==> config.mk <==
export PLATFORM = sky130hd
export DESIGN_NAME = sar_adc_config_control
export DESIGN_NICKNAME = d
export VERILOG_FILES = /design/src/hw/sar_adc_pkg.sv /design/src/hw/sar_adc_config_control.sv
export SDC_FILE = /design/constraint.sdc
export NUM_CORES = 1
export LEC_CHECK = 0
export ABC_AREA = 1
export BUFFER_PORTS_ARGS = -buffer_cell sky130_fd_sc_hd__buf_4
export CAP_MARGIN = 20
export CORE_ASPECT_RATIO = 1.25
export CORE_MARGIN = 2
export CORE_UTILIZATION = 55
export CTS_CLUSTER_DIAMETER = 40
export DETAILED_ROUTE_END_ITERATION = 10
export PLACE_DENSITY = 0.77
export SLEW_MARGIN = 20
export SYNTH_ARGS = -nofsm -noshare
export SYNTH_HDL_FRONTEND = slang
export SYNTH_SLANG_ARGS = --single-unit
==> constraint.sdc <==
create_clock -name i_clk -period 2.5 [get_ports i_clk]
set_input_delay 0.25 -clock i_clk [delete_from_list [all_inputs] [get_ports i_clk]]
set_output_delay 0.25 -clock i_clk [all_outputs]
set_load 0.005 [all_outputs]
==> src/hw/sar_adc_pkg.sv <==
// constants and types shared by the converter control block
package sar_adc_pkg;
  // register map (word offsets on the plain register port)
  localparam logic [3:0] ADDR_CONTROL_0 = 4'h0;
  localparam logic [3:0] ADDR_CONTROL_1 = 4'h1;
  localparam logic [3:0] ADDR_RESULT_HI = 4'h2;
  localparam logic [3:0] ADDR_RESULT_LO = 4'h3;
  localparam logic [3:0] ADDR_IRQ_STAT  = 4'h4;
  localparam logic [3:0] ADDR_IRQ_MASK  = 4'h5;
  // control 0 fields
  localparam int CTL0_ENABLE_BIT = 0;
  localparam int CTL0_GO_BIT     = 1;
  localparam int CTL0_CHS_LSB    = 2;
  localparam int CHS_W           = 6;
  // control 1 fields
  localparam int CTL1_PREF_LSB   = 0;
  localparam int CTL1_NREF_BIT   = 2;
  localparam int CTL1_FMT_BIT    = 7;
  // converter geometry
  localparam int RES_W           = 10;
  localparam int DATA_W          = 8;
  localparam logic [3:0] BIT_LAST = 4'h9;
  // one bit decision per this many system clocks
  localparam int TBIT_NS         = 1000;
  localparam int CLK_NS          = 5;
  localparam int TBIT_CYC        = (TBIT_NS + CLK_NS - 1) / CLK_NS;
  localparam logic [7:0] TBIT_LAST = 8'(TBIT_CYC - 1);
  // positive reference encodings
  localparam logic [1:0] PREF_VDD     = 2'h0;
  localparam logic [1:0] PREF_PIN     = 2'h1;
  localparam logic [1:0] PREF_FVR_LO  = 2'h2;
  localparam logic [1:0] PREF_FVR_HI  = 2'h3;
  // channel codes
  localparam logic [5:0] CH_GROUND    = 6'h3C;
  localparam logic [5:0] CH_TEMP      = 6'h3D;
  localparam logic [5:0] CH_DAC       = 6'h3E;
  localparam logic [5:0] CH_FVR       = 6'h3F;
  localparam logic [5:0] CH_PORTC_LO  = 6'h10;
  localparam logic [5:0] CH_PORTC_HI  = 6'h17;
  localparam logic [5:0] CH_PORTC_SML = 6'h15;
  localparam logic [5:0] CH_PORTB_LO  = 6'h0C;
  localparam logic [5:0] CH_PORTB_HI  = 6'h0F;
  localparam logic [5:0] CH_PORTA_HI  = 6'h05;
  localparam logic [5:0] CH_PORTA_GAP = 6'h03;
  localparam logic [5:0] CH_NONE      = 6'h00;
  // converter states
  typedef enum logic [1:0] {
    ST_OFF  = 2'b00,
    ST_IDLE = 2'b01,
    ST_CONV = 2'b10
  } conv_state_t;
endpackage : sar_adc_pkg

==> src/hw/sar_adc_config_control.sv <==
// control and configuration logic of the 10-bit converter
// Behaviour
// ten-bit approximation result into result pair
// six-bit field picks the sampled source
// legal channels depend on the variant
// software waits settling after channel change
// software passes through ground when stepping down
// two-bit field picks positive reference
// one bit picks negative reference
// completion raises interrupt, wakes from sleep
// software sets pins analog before converting
// done clears go, sets flag, loads results
// format bit picks left or right justify
// enable first, then start, separately
// reference codes follow the listed order
//
// Design decisions made here: the address map and the address-and-strobe port.
`timescale 1ns/1ps
`default_nettype none
module sar_adc_config_control #(
  parameter bit LARGE_VARIANT = 1'b1,  // 1: larger pin count part
  parameter bit LOW_VOLTAGE   = 1'b0   // 1: high fixed reference absent
) (
  // clock and reset
  input  wire logic                           i_clk,
  input  wire logic                           i_rst_n,
  // register port
  input  wire logic [3:0]                     i_addr,
  input  wire logic [sar_adc_pkg::DATA_W-1:0] i_wdata,
  input  wire logic                           i_wr,
  input  wire logic                           i_rd,
  output logic [sar_adc_pkg::DATA_W-1:0]      o_rdata,
  // analog front end
  input  wire logic                           i_cmp,
  output logic [sar_adc_pkg::RES_W-1:0]       o_dac_code,
  output logic [sar_adc_pkg::CHS_W-1:0]       o_channel_select,
  output logic                                o_channel_valid,
  output logic                                o_sample,
  output logic [1:0]                          o_positive_ref_select,
  output logic                                o_negative_ref_select,
  // interrupt and wake
  output logic                                o_irq,
  output logic                                o_wake
);
  import sar_adc_pkg::*;

  // all state of the block
  typedef struct packed {
    conv_state_t         state;
    logic                module_enable_bit;
    logic                go;
    logic [CHS_W-1:0]    channel_select;
    logic [1:0]          positive_ref_select;
    logic                negative_ref_select;
    logic                result_format_bit;
    logic [RES_W-1:0]    sar;         // trial and decided bits
    logic [3:0]          bit_idx;     // bits decided so far
    logic [7:0]          tick;        // clocks inside one bit period
    logic [RES_W-1:0]    result;      // last stored result
    logic                conversion_done_flag;
    logic                done_mask;
    logic [DATA_W-1:0]   rdata;
  } state_t;

  state_t cur;   // registered state
  state_t nxt;   // next value

  logic               chan_ok;      // selected code exists on this variant
  logic [DATA_W-1:0]  result_high_reg;
  logic [DATA_W-1:0]  result_low_reg;
  logic [RES_W-1:0]   decided;     // current trial with this bit resolved
  logic [RES_W-1:0]   onehot;      // weight of the bit under trial
  logic               go_write;    // software writes go this cycle
  logic               done_event;  // last bit decided this cycle

  // channel legality per variant
  always_comb begin
    unique case (1'b1)
      cur.channel_select <= CH_PORTA_HI:
        chan_ok = (cur.channel_select != CH_PORTA_GAP);
      cur.channel_select >= CH_PORTB_LO && cur.channel_select <= CH_PORTB_HI:
        chan_ok = LARGE_VARIANT;
      cur.channel_select >= CH_PORTC_LO && cur.channel_select <= CH_PORTC_HI:
        chan_ok = LARGE_VARIANT || (cur.channel_select <= CH_PORTC_SML);
      cur.channel_select >= CH_GROUND:
        chan_ok = 1'b1;
      default:
        chan_ok = 1'b0;
    endcase
  end

  // result pair layout by format bit
  always_comb begin
    if (cur.result_format_bit) begin
      // right justified: two msbs in the high byte
      result_high_reg = {6'h00, cur.result[9:8]};
      result_low_reg  = cur.result[7:0];
    end else begin
      // left justified: two lsbs at the top of the low byte
      result_high_reg = cur.result[9:2];
      result_low_reg  = {cur.result[1:0], 6'h00};
    end
  end

  // bit weight and resolved trial
  always_comb begin
    onehot  = RES_W'(10'h200 >> cur.bit_idx);
    // the comparator only counts on the last clock of a bit period,
    // so the trial code has a whole period to settle
    decided = i_cmp ? cur.sar : (cur.sar & ~onehot);
  end

  assign go_write = i_wr && (i_addr == ADDR_CONTROL_0)
                    && i_wdata[CTL0_GO_BIT];

  // completion of a live conversion, used to let the flag set win
  assign done_event = (cur.state == ST_CONV) && cur.go
                      && cur.module_enable_bit
                      && (cur.tick == TBIT_LAST)
                      && (cur.bit_idx == BIT_LAST);

  // next state
  always_comb begin
    nxt = cur;
    nxt.rdata = '0;
    // register writes
    if (i_wr) begin
      case (i_addr)
        ADDR_CONTROL_0: begin
          nxt.module_enable_bit = i_wdata[CTL0_ENABLE_BIT];
          nxt.channel_select =
            i_wdata[CTL0_CHS_LSB +: CHS_W];
          nxt.go = i_wdata[CTL0_GO_BIT] && cur.module_enable_bit;
        end
        ADDR_CONTROL_1: begin
          nxt.positive_ref_select = i_wdata[CTL1_PREF_LSB +: 2];
          nxt.negative_ref_select = i_wdata[CTL1_NREF_BIT];
          nxt.result_format_bit   = i_wdata[CTL1_FMT_BIT];
        end
        ADDR_IRQ_MASK: nxt.done_mask = i_wdata[0];
        default: ;
      endcase
    end
    // sequencer
    case (cur.state)
      ST_OFF: begin
        if (cur.module_enable_bit)
          nxt.state = ST_IDLE;
      end
      ST_IDLE: begin
        if (!cur.module_enable_bit) begin
          nxt.state = ST_OFF;
        end else if (cur.go) begin
          nxt.state   = ST_CONV;
          nxt.sar     = 10'h200;
          nxt.bit_idx = 4'h0;
          nxt.tick    = 8'h00;
        end
      end
      ST_CONV: begin
        if (!cur.module_enable_bit || !cur.go) begin
          // aborted: store partial, fill undecided bits with last one
          nxt.state  = cur.module_enable_bit ? ST_IDLE : ST_OFF;
          nxt.go     = 1'b0;
          nxt.result = (cur.bit_idx == 4'h0) ? '0 :
            ((cur.sar & ~onehot) |
             ({RES_W{cur.sar[RES_W - 32'(cur.bit_idx)]}} &
              (onehot | (onehot - 10'h001))));
        end else if (cur.tick != TBIT_LAST) begin
          nxt.tick = cur.tick + 8'h01;
        end else begin
          nxt.tick    = 8'h00;
          nxt.bit_idx = cur.bit_idx + 4'h1;
          if (cur.bit_idx == BIT_LAST) begin
            nxt.state  = ST_IDLE;
            nxt.go     = go_write;
            nxt.result = decided;
            nxt.conversion_done_flag = 1'b1;
          end else begin
            nxt.sar = decided | (onehot >> 1);
          end
        end
      end
      default: nxt.state = ST_OFF;
    endcase
    // write one to clear; a completion in the same cycle wins so
    // that no finished conversion is ever lost
    if (i_wr && i_addr == ADDR_IRQ_STAT && i_wdata[0] && !done_event)
      nxt.conversion_done_flag = 1'b0;
    // read data one cycle later
    if (i_rd) begin
      case (i_addr)
        ADDR_CONTROL_0: nxt.rdata = {cur.channel_select, cur.go,
                                     cur.module_enable_bit};
        ADDR_CONTROL_1: nxt.rdata = {cur.result_format_bit, 4'h0,
                                     cur.negative_ref_select,
                                     cur.positive_ref_select};
        ADDR_RESULT_HI: nxt.rdata = result_high_reg;
        ADDR_RESULT_LO: nxt.rdata = result_low_reg;
        ADDR_IRQ_STAT:  nxt.rdata = {7'h00, cur.conversion_done_flag};
        ADDR_IRQ_MASK:  nxt.rdata = {7'h00, cur.done_mask};
        default:        nxt.rdata = '0;
      endcase
    end
  end

  // state register
  always_ff @(posedge i_clk or negedge i_rst_n) begin
    if (!i_rst_n) begin
      cur <= '{state: ST_OFF, default: '0};
    end else begin
      cur <= nxt;
    end
  end

  // outputs
  assign o_rdata          = cur.rdata;
  assign o_dac_code       = cur.sar;
  assign o_channel_select = cur.channel_select;
  assign o_channel_valid  = chan_ok;
  assign o_sample         = (cur.state != ST_CONV) && cur.module_enable_bit;
  // high fixed code falls back to low one where absent
  assign o_positive_ref_select =
    (LOW_VOLTAGE && cur.positive_ref_select == PREF_FVR_HI) ?
    PREF_FVR_LO : cur.positive_ref_select;
  assign o_negative_ref_select = cur.negative_ref_select;
  assign o_irq  = cur.conversion_done_flag && cur.done_mask;
  assign o_wake = cur.conversion_done_flag && cur.done_mask;
endmodule : sar_adc_config_control
`default_nettype wire

**Yosys cells after proc, flatten, opt, wreduce, memory -nomap -nowiden**

Cells that the tools add are included.
Widths: inputs -> output; s select.

- Bits in registers: 56
- Input port bits: 17
- Output and inout bits: 31
- Word-level logic and storage cells: 128

- Add/subtract/negate cells: 4
- $lt $le $gt $ge: 7
- Equal/unequal tests: 24
- Shift operators: 1
- Multiplexer cells: 37
- Bitwise gates (word level): 6
- Reduce and logical (&&, ||, !) cells: 35

Operators by type and width:

| kind | number |
|---|---|
| $mux 22 | 3 |
| $pmux 8 s6 | 1 |
| $pmux 22 s2 | 1 |
| $mux 10 | 4 |
| $mux 11 | 3 |
| $lt 32x5->1 const B | 1 |
| $mux 8 | 4 |
| $and 10x10->10 | 2 |
| $or 10x10->10 | 2 |
| $ne 2x2->1 const B | 8 |
| $logic_and 1x1->1 | 14 |
| $mux 14 | 1 |
| $mux 2 | 6 |
| $reduce_and 4->1 | 3 |
| $not 10->10 | 1 |
| $or 10x9->10 | 1 |
| $shr 10x4->10 const A | 1 |
| $sub 10x1->10 const B | 1 |
| $mux 1 | 9 |
| $add 8x1->8 const B | 1 |
| $eq 4x2->1 const B | 2 |
| $eq 4x3->1 const B | 2 |
| $eq 8x8->1 const B | 1 |
| $logic_not 4->1 | 2 |
| other kinds (31) | 40 |

**Logic depth before layout (Yosys ltp)**

- Depth in word-level cells: 9
- Depth in mapped cells: 12
- Gate-level depth less buffers: 11

**Least setup slack after synthesis**

Ideal clock, no wire load.

- Kind: reg-to-reg
- Start point: register cur[28] (netlist bit)
- End point: register cur[11] (netlist bit)
- Setup time: 0.077 ns
- Data arrival time: 1.640 ns
- Required time: 2.423 ns
- Slack: 0.782 ns
- Stages on the path, launching flop included: 13
- Path buffers: 1
- Path through: dfrtp_1 > buf_4 > inv_2 > ha_1 > inv_1 > nand3_1 > nand3_1 > nand3_1 > nand2_2 > nand2_1 > nand2_1 > nand2_1 > a21oi_1

- Longest elaborated chain between the ends: 7

Ends and longest elaborated chain:

| what | line | RTL |
|---|---|---|
| start: declaration | sar_adc_config_control.sv:65 | `state_t cur;` |
| start signal: assignment | sar_adc_config_control.sv:212 | `cur <= nxt;` |
| $shr 10x4->10 or $sub 4x4->5 (tied branches) | sar_adc_config_control.sv:107, sar_adc_config_control.sv:167 |  |
| $sub 10x1->10, or another cell as far along | sar_adc_config_control.sv:168 | `(onehot \| (onehot - 10'h001))));` |
| $or 10x10->10, or another cell as far along | sar_adc_config_control.sv:168 |  |
| $and 10x10->10 or $mux 10 (tied branches) | sar_adc_config_control.sv:167, sar_adc_config_control.sv:110 |  |
| $or 10x10->10 or $mux 11 (tied branches) | sar_adc_config_control.sv:166, sar_adc_config_control.sv:174 |  |
| $mux 10 or $mux 11 (tied branches) | sar_adc_config_control.sv:165, sar_adc_config_control.sv:169 |  |
| $mux 10 | sar_adc_config_control.sv:161 | `if (!cur.module_enable_bit \|\| !cur.go) begin` |

Several ways; a longest one is shown, not always the timed one. The select of a mux whose other input is x is not followed.
A chain may end at the register's enable or synchronous reset.

**Worst setup path after layout**

- Start point: register cur[28] (netlist bit)
- End point: register cur[19] (netlist bit)

Same word-level chain as after synthesis.

==> flow_metrics.tcl <==
set metrics [dict create \
    die_h_um 93.68 \
    syn_area_per_cell_um2 7.281 \
    dr_total_vias 3117 \
    cts.reportedPaths.clkPinSlew_ns 0.09 \
    drv_cap 0 \
    critical_path.slowest_cell "dfrtp_1" \
    cts_buffers 5 \
    ctsRootBufferMaster "clkbuf_8" \
    synth_area_um2 3538 \
    seq_area_frac_synth_pct 39.60 \
    antenna_found_initial 0 \
    grt.overflow.total 0 \
    viasPerCell 5.265 \
    wl_um 8139 \
    rows 32 \
    drt_pass1_iterations 4 \
    place.gp.congestion 0.9634 \
    final_common_cell "nand2_1" \
    synthTopCellsByArea "dfrtp_1 (40%), nand2_1 (14%), buf_4 (6.2%)" \
    cts_resized 0 \
    worstSetupEndpointType "flip-flop" \
    finalCritPeriodShare_pct 84.02 \
    fmax_ghz 0.4761 \
    violations "hold timing" \
    yosysWarnings 0 \
    status "finished, violations left" \
    arrival_ns 2.33 \
    core_region_area_um2 6206 \
    syn_nets 511 \
    synth-seq-cells 56 \
    slowest_delay_ns 0.59 \
    syn-instance-count 486 \
    crit_required_ns 2.73 \
    dpl_cell_area_um2 3762 \
    crit_type "flip-flop to flip-flop" \
    powerDensity_nw_per_um2 701.4 \
    cp-start-kind "flip-flop" \
    min_period_ns 2.101 \
    p_leak_nw 1.984 \
    n_antenna_cell 0 \
    drc 0 \
    clock_latency_ns 0.30 \
    cp_max_fo 13 \
    min_path_type "input port to asynchronous set/reset pin" \
    slew_violations 0 \
    wl_per_cell_um 13.75 \
    setup_viol 0 \
    setup_tns_ns 0 \
    cts_tree "yes" \
    post-cts-setup-buffer-count 0 \
    dieArea_um2 7095 \
    die_w_um 75.74 \
    initial_utilization_pct 57.02 \
    final_cell_mix "nand2_1 (130), dfrtp_1 (56), inv_1 (50), buf_4 (50), nor2_1 (47)" \
    rsz0062_at_grt "false" \
    grt_pass1_vias 2963 \
    ant_nets 0 \
    drive_gt1_share_pct 17.36 \
    dpl.hpwl_um 6222 \
    tightest_slew_ns 0.7076 \
    io_pins 48 \
    netlist.top_cell.by_area "dfrtp_1" \
    cts_sinks 56 \
    holdBufCountCts 0 \
    synth.top_cell.area_share_pct 39.60 \
    drt_iter0_drc 179 \
    cts_max_path_buffers 2 \
    final-hold-violation-count 19 \
    skew_ns 0.004807 \
    track_usage_pct 24.54 \
    grt_max_degree 57 \
    grt_pass1_wl_um 13480 \
    areaGrowthSynthToFinish_pct 9.123 \
    synth_cell_types 38 \
    slew_headroom_pct 52.82 \
    htreeDepth 2 \
    fin_nets 533 \
    path_cells "inv_2 > ha_1 > inv_1 > a21oi_1 > nand4_1 > nand2_2 > nand2_1 > nand2_1 > nand2_1 > a21oi_1" \
    cpMostUsedCell "nand2_1" \
    fin_area_um2 3861 \
    whs_ns -0.02520 \
    max-vdd-ir-drop_mv 0.3189 \
    portBuffers 47 \
]
cells in the mapped netlist:
| cell type | count |
|---|---|
| o21ai_1 | 12 |
| nor2_2 | 5 |
| o21ai_0 | 34 |
| o22ai_1 | 4 |
| nor2_1 | 47 |
| nand2_2 | 7 |
| o32ai_1 | 1 |
| buf_6 | 2 |
| a41oi_1 | 2 |
| a31oi_1 | 2 |
| nor3b_2 | 1 |
| nand2_1 | 130 |
| nor3_1 | 2 |
| nand4_1 | 6 |
| nor2_4 | 1 |
| inv_1 | 50 |
| dfrtp_1 | 56 |
| and3_1 | 1 |
| a22o_1 | 1 |
| or2_2 | 1 |
| clkbuf_1 | 2 |
| a22oi_1 | 1 |
| o31ai_1 | 1 |
| o211ai_1 | 5 |
| ha_1 | 8 |
| nand3_1 | 25 |
| o221ai_1 | 1 |
| a21oi_1 | 22 |
| inv_2 | 11 |
| a32o_1 | 2 |
| buf_4 | 29 |
| xnor2_1 | 2 |
| nor4_1 | 1 |
| xor2_1 | 3 |
| mux2_2 | 2 |
| nor3_2 | 3 |
| buf_2 | 2 |
| clkinv_2 | 1 |
worst paths after layout:
| kind | startpoint | to | slack, ns | cells after the start |
|---|---|---|---|---|
| worst max-delay path | cur[28]$_DFFE_PN0P_ | cur[19]$_DFFE_PN0P_ | 0.40 | 10 |
| worst min-delay path | i_rst_n | o_rdata[5]$_DFF_PN0_ | -0.03 | 1 |
| worst max register to register | cur[28]$_DFFE_PN0P_ | cur[19]$_DFFE_PN0P_ | 0.40 | 10 |
| worst min register to register | cur[24]$_DFFE_PN0P_ | cur[24]$_DFFE_PN0P_ | 0.46 | 1 |
| max in group asynchronous | i_rst_n | o_dac_code[6]$_DFFE_PN0P_ | 2.04 | 1 |
| min in group i_clk | i_rd | o_rdata[6]$_DFF_PN0_ | 0.17 | 3 |
report_power, final:
part	total, mW	leakage [nW]	switching [mW]	internal (mW)
Clock	0.571	0.0501	0.282	0.288
Sequential	1.32	0.672	0.210	1.11
Combinational	0.815	1.26	0.435	0.380
Total	2.71	1.98	0.927	1.78
logic make-up after synthesis:
logic type                 share of synthesized area, %
and+or+nand+nor                                   27.83
buffers and inverters                             13.90
AOI/OAI and AO/OA                                 13.97
DFF                                               39.60
adders and majority gates                         2.829
xor gates and xnor gates                          1.238
muxes                                            0.6364
registers in the layout (all words and copies together), names as in the netlist:
name,count
cur,29
o_negative_ref_select,1
o_positive_ref_select,2
o_dac_code,10
o_channel_select,6
o_rdata,8
routing by layer:
layer / share of wire (%) / GRT usage (%) / wire (um)
met5: 0 / 0 / 0
met4: 2.2 / 8.333 / 180
met3: 3.8 / 3.648 / 306
met2: 53 / 43.03 / 4298
met1: 41 / 29.85 / 3353
through the flow:
stage / utilization (%) / hold slack, ns / power, mW / setup WS, ns / instances
floorplan: - / -0.04559 / 1.892 / 0.7824 / 486
detailed placement: 60.62 / 0.3476 / 2.151 / 0.4733 / 586
CTS: 62.22 / 0.01500 / 2.724 / 0.4309 / 592
global placement: 60.62 / 0.3414 / 2.131 / 0.5674 / 586
finish: 62.22 / -0.02520 / 2.708 / 0.3994 / 592
global route: 62.22 / 0.03805 / 2.916 / 0.2167 / 592
area by class of cell:
| cell class | count | area (um^2) |
|---|---|---|
| Multi-Input combinational cell | 333 | 1645 |
| Tap cell | 85 | 106.4 |
| Sequential cell | 56 | 1401 |
| Clock inverter | 1 | 30.03 |
| Timing Repair Buffer | 50 | 375.4 |
| Inverter | 62 | 234.0 |
| Fill cell | 568 | 2345 |
| Clock buffer | 5 | 68.82 |
worst max-delay path: cells and delay by family (launching register included):
family,cells,cell delay [ns]
buffers and inverters,2,0.23
AO/OA/AOI/OAI,2,0.32
flip-flops,1,0.59
adder cells (fa/ha/maj),1,0.35
AND/OR/NAND/NOR,5,0.54
Power figures use the tool's default switching activity.
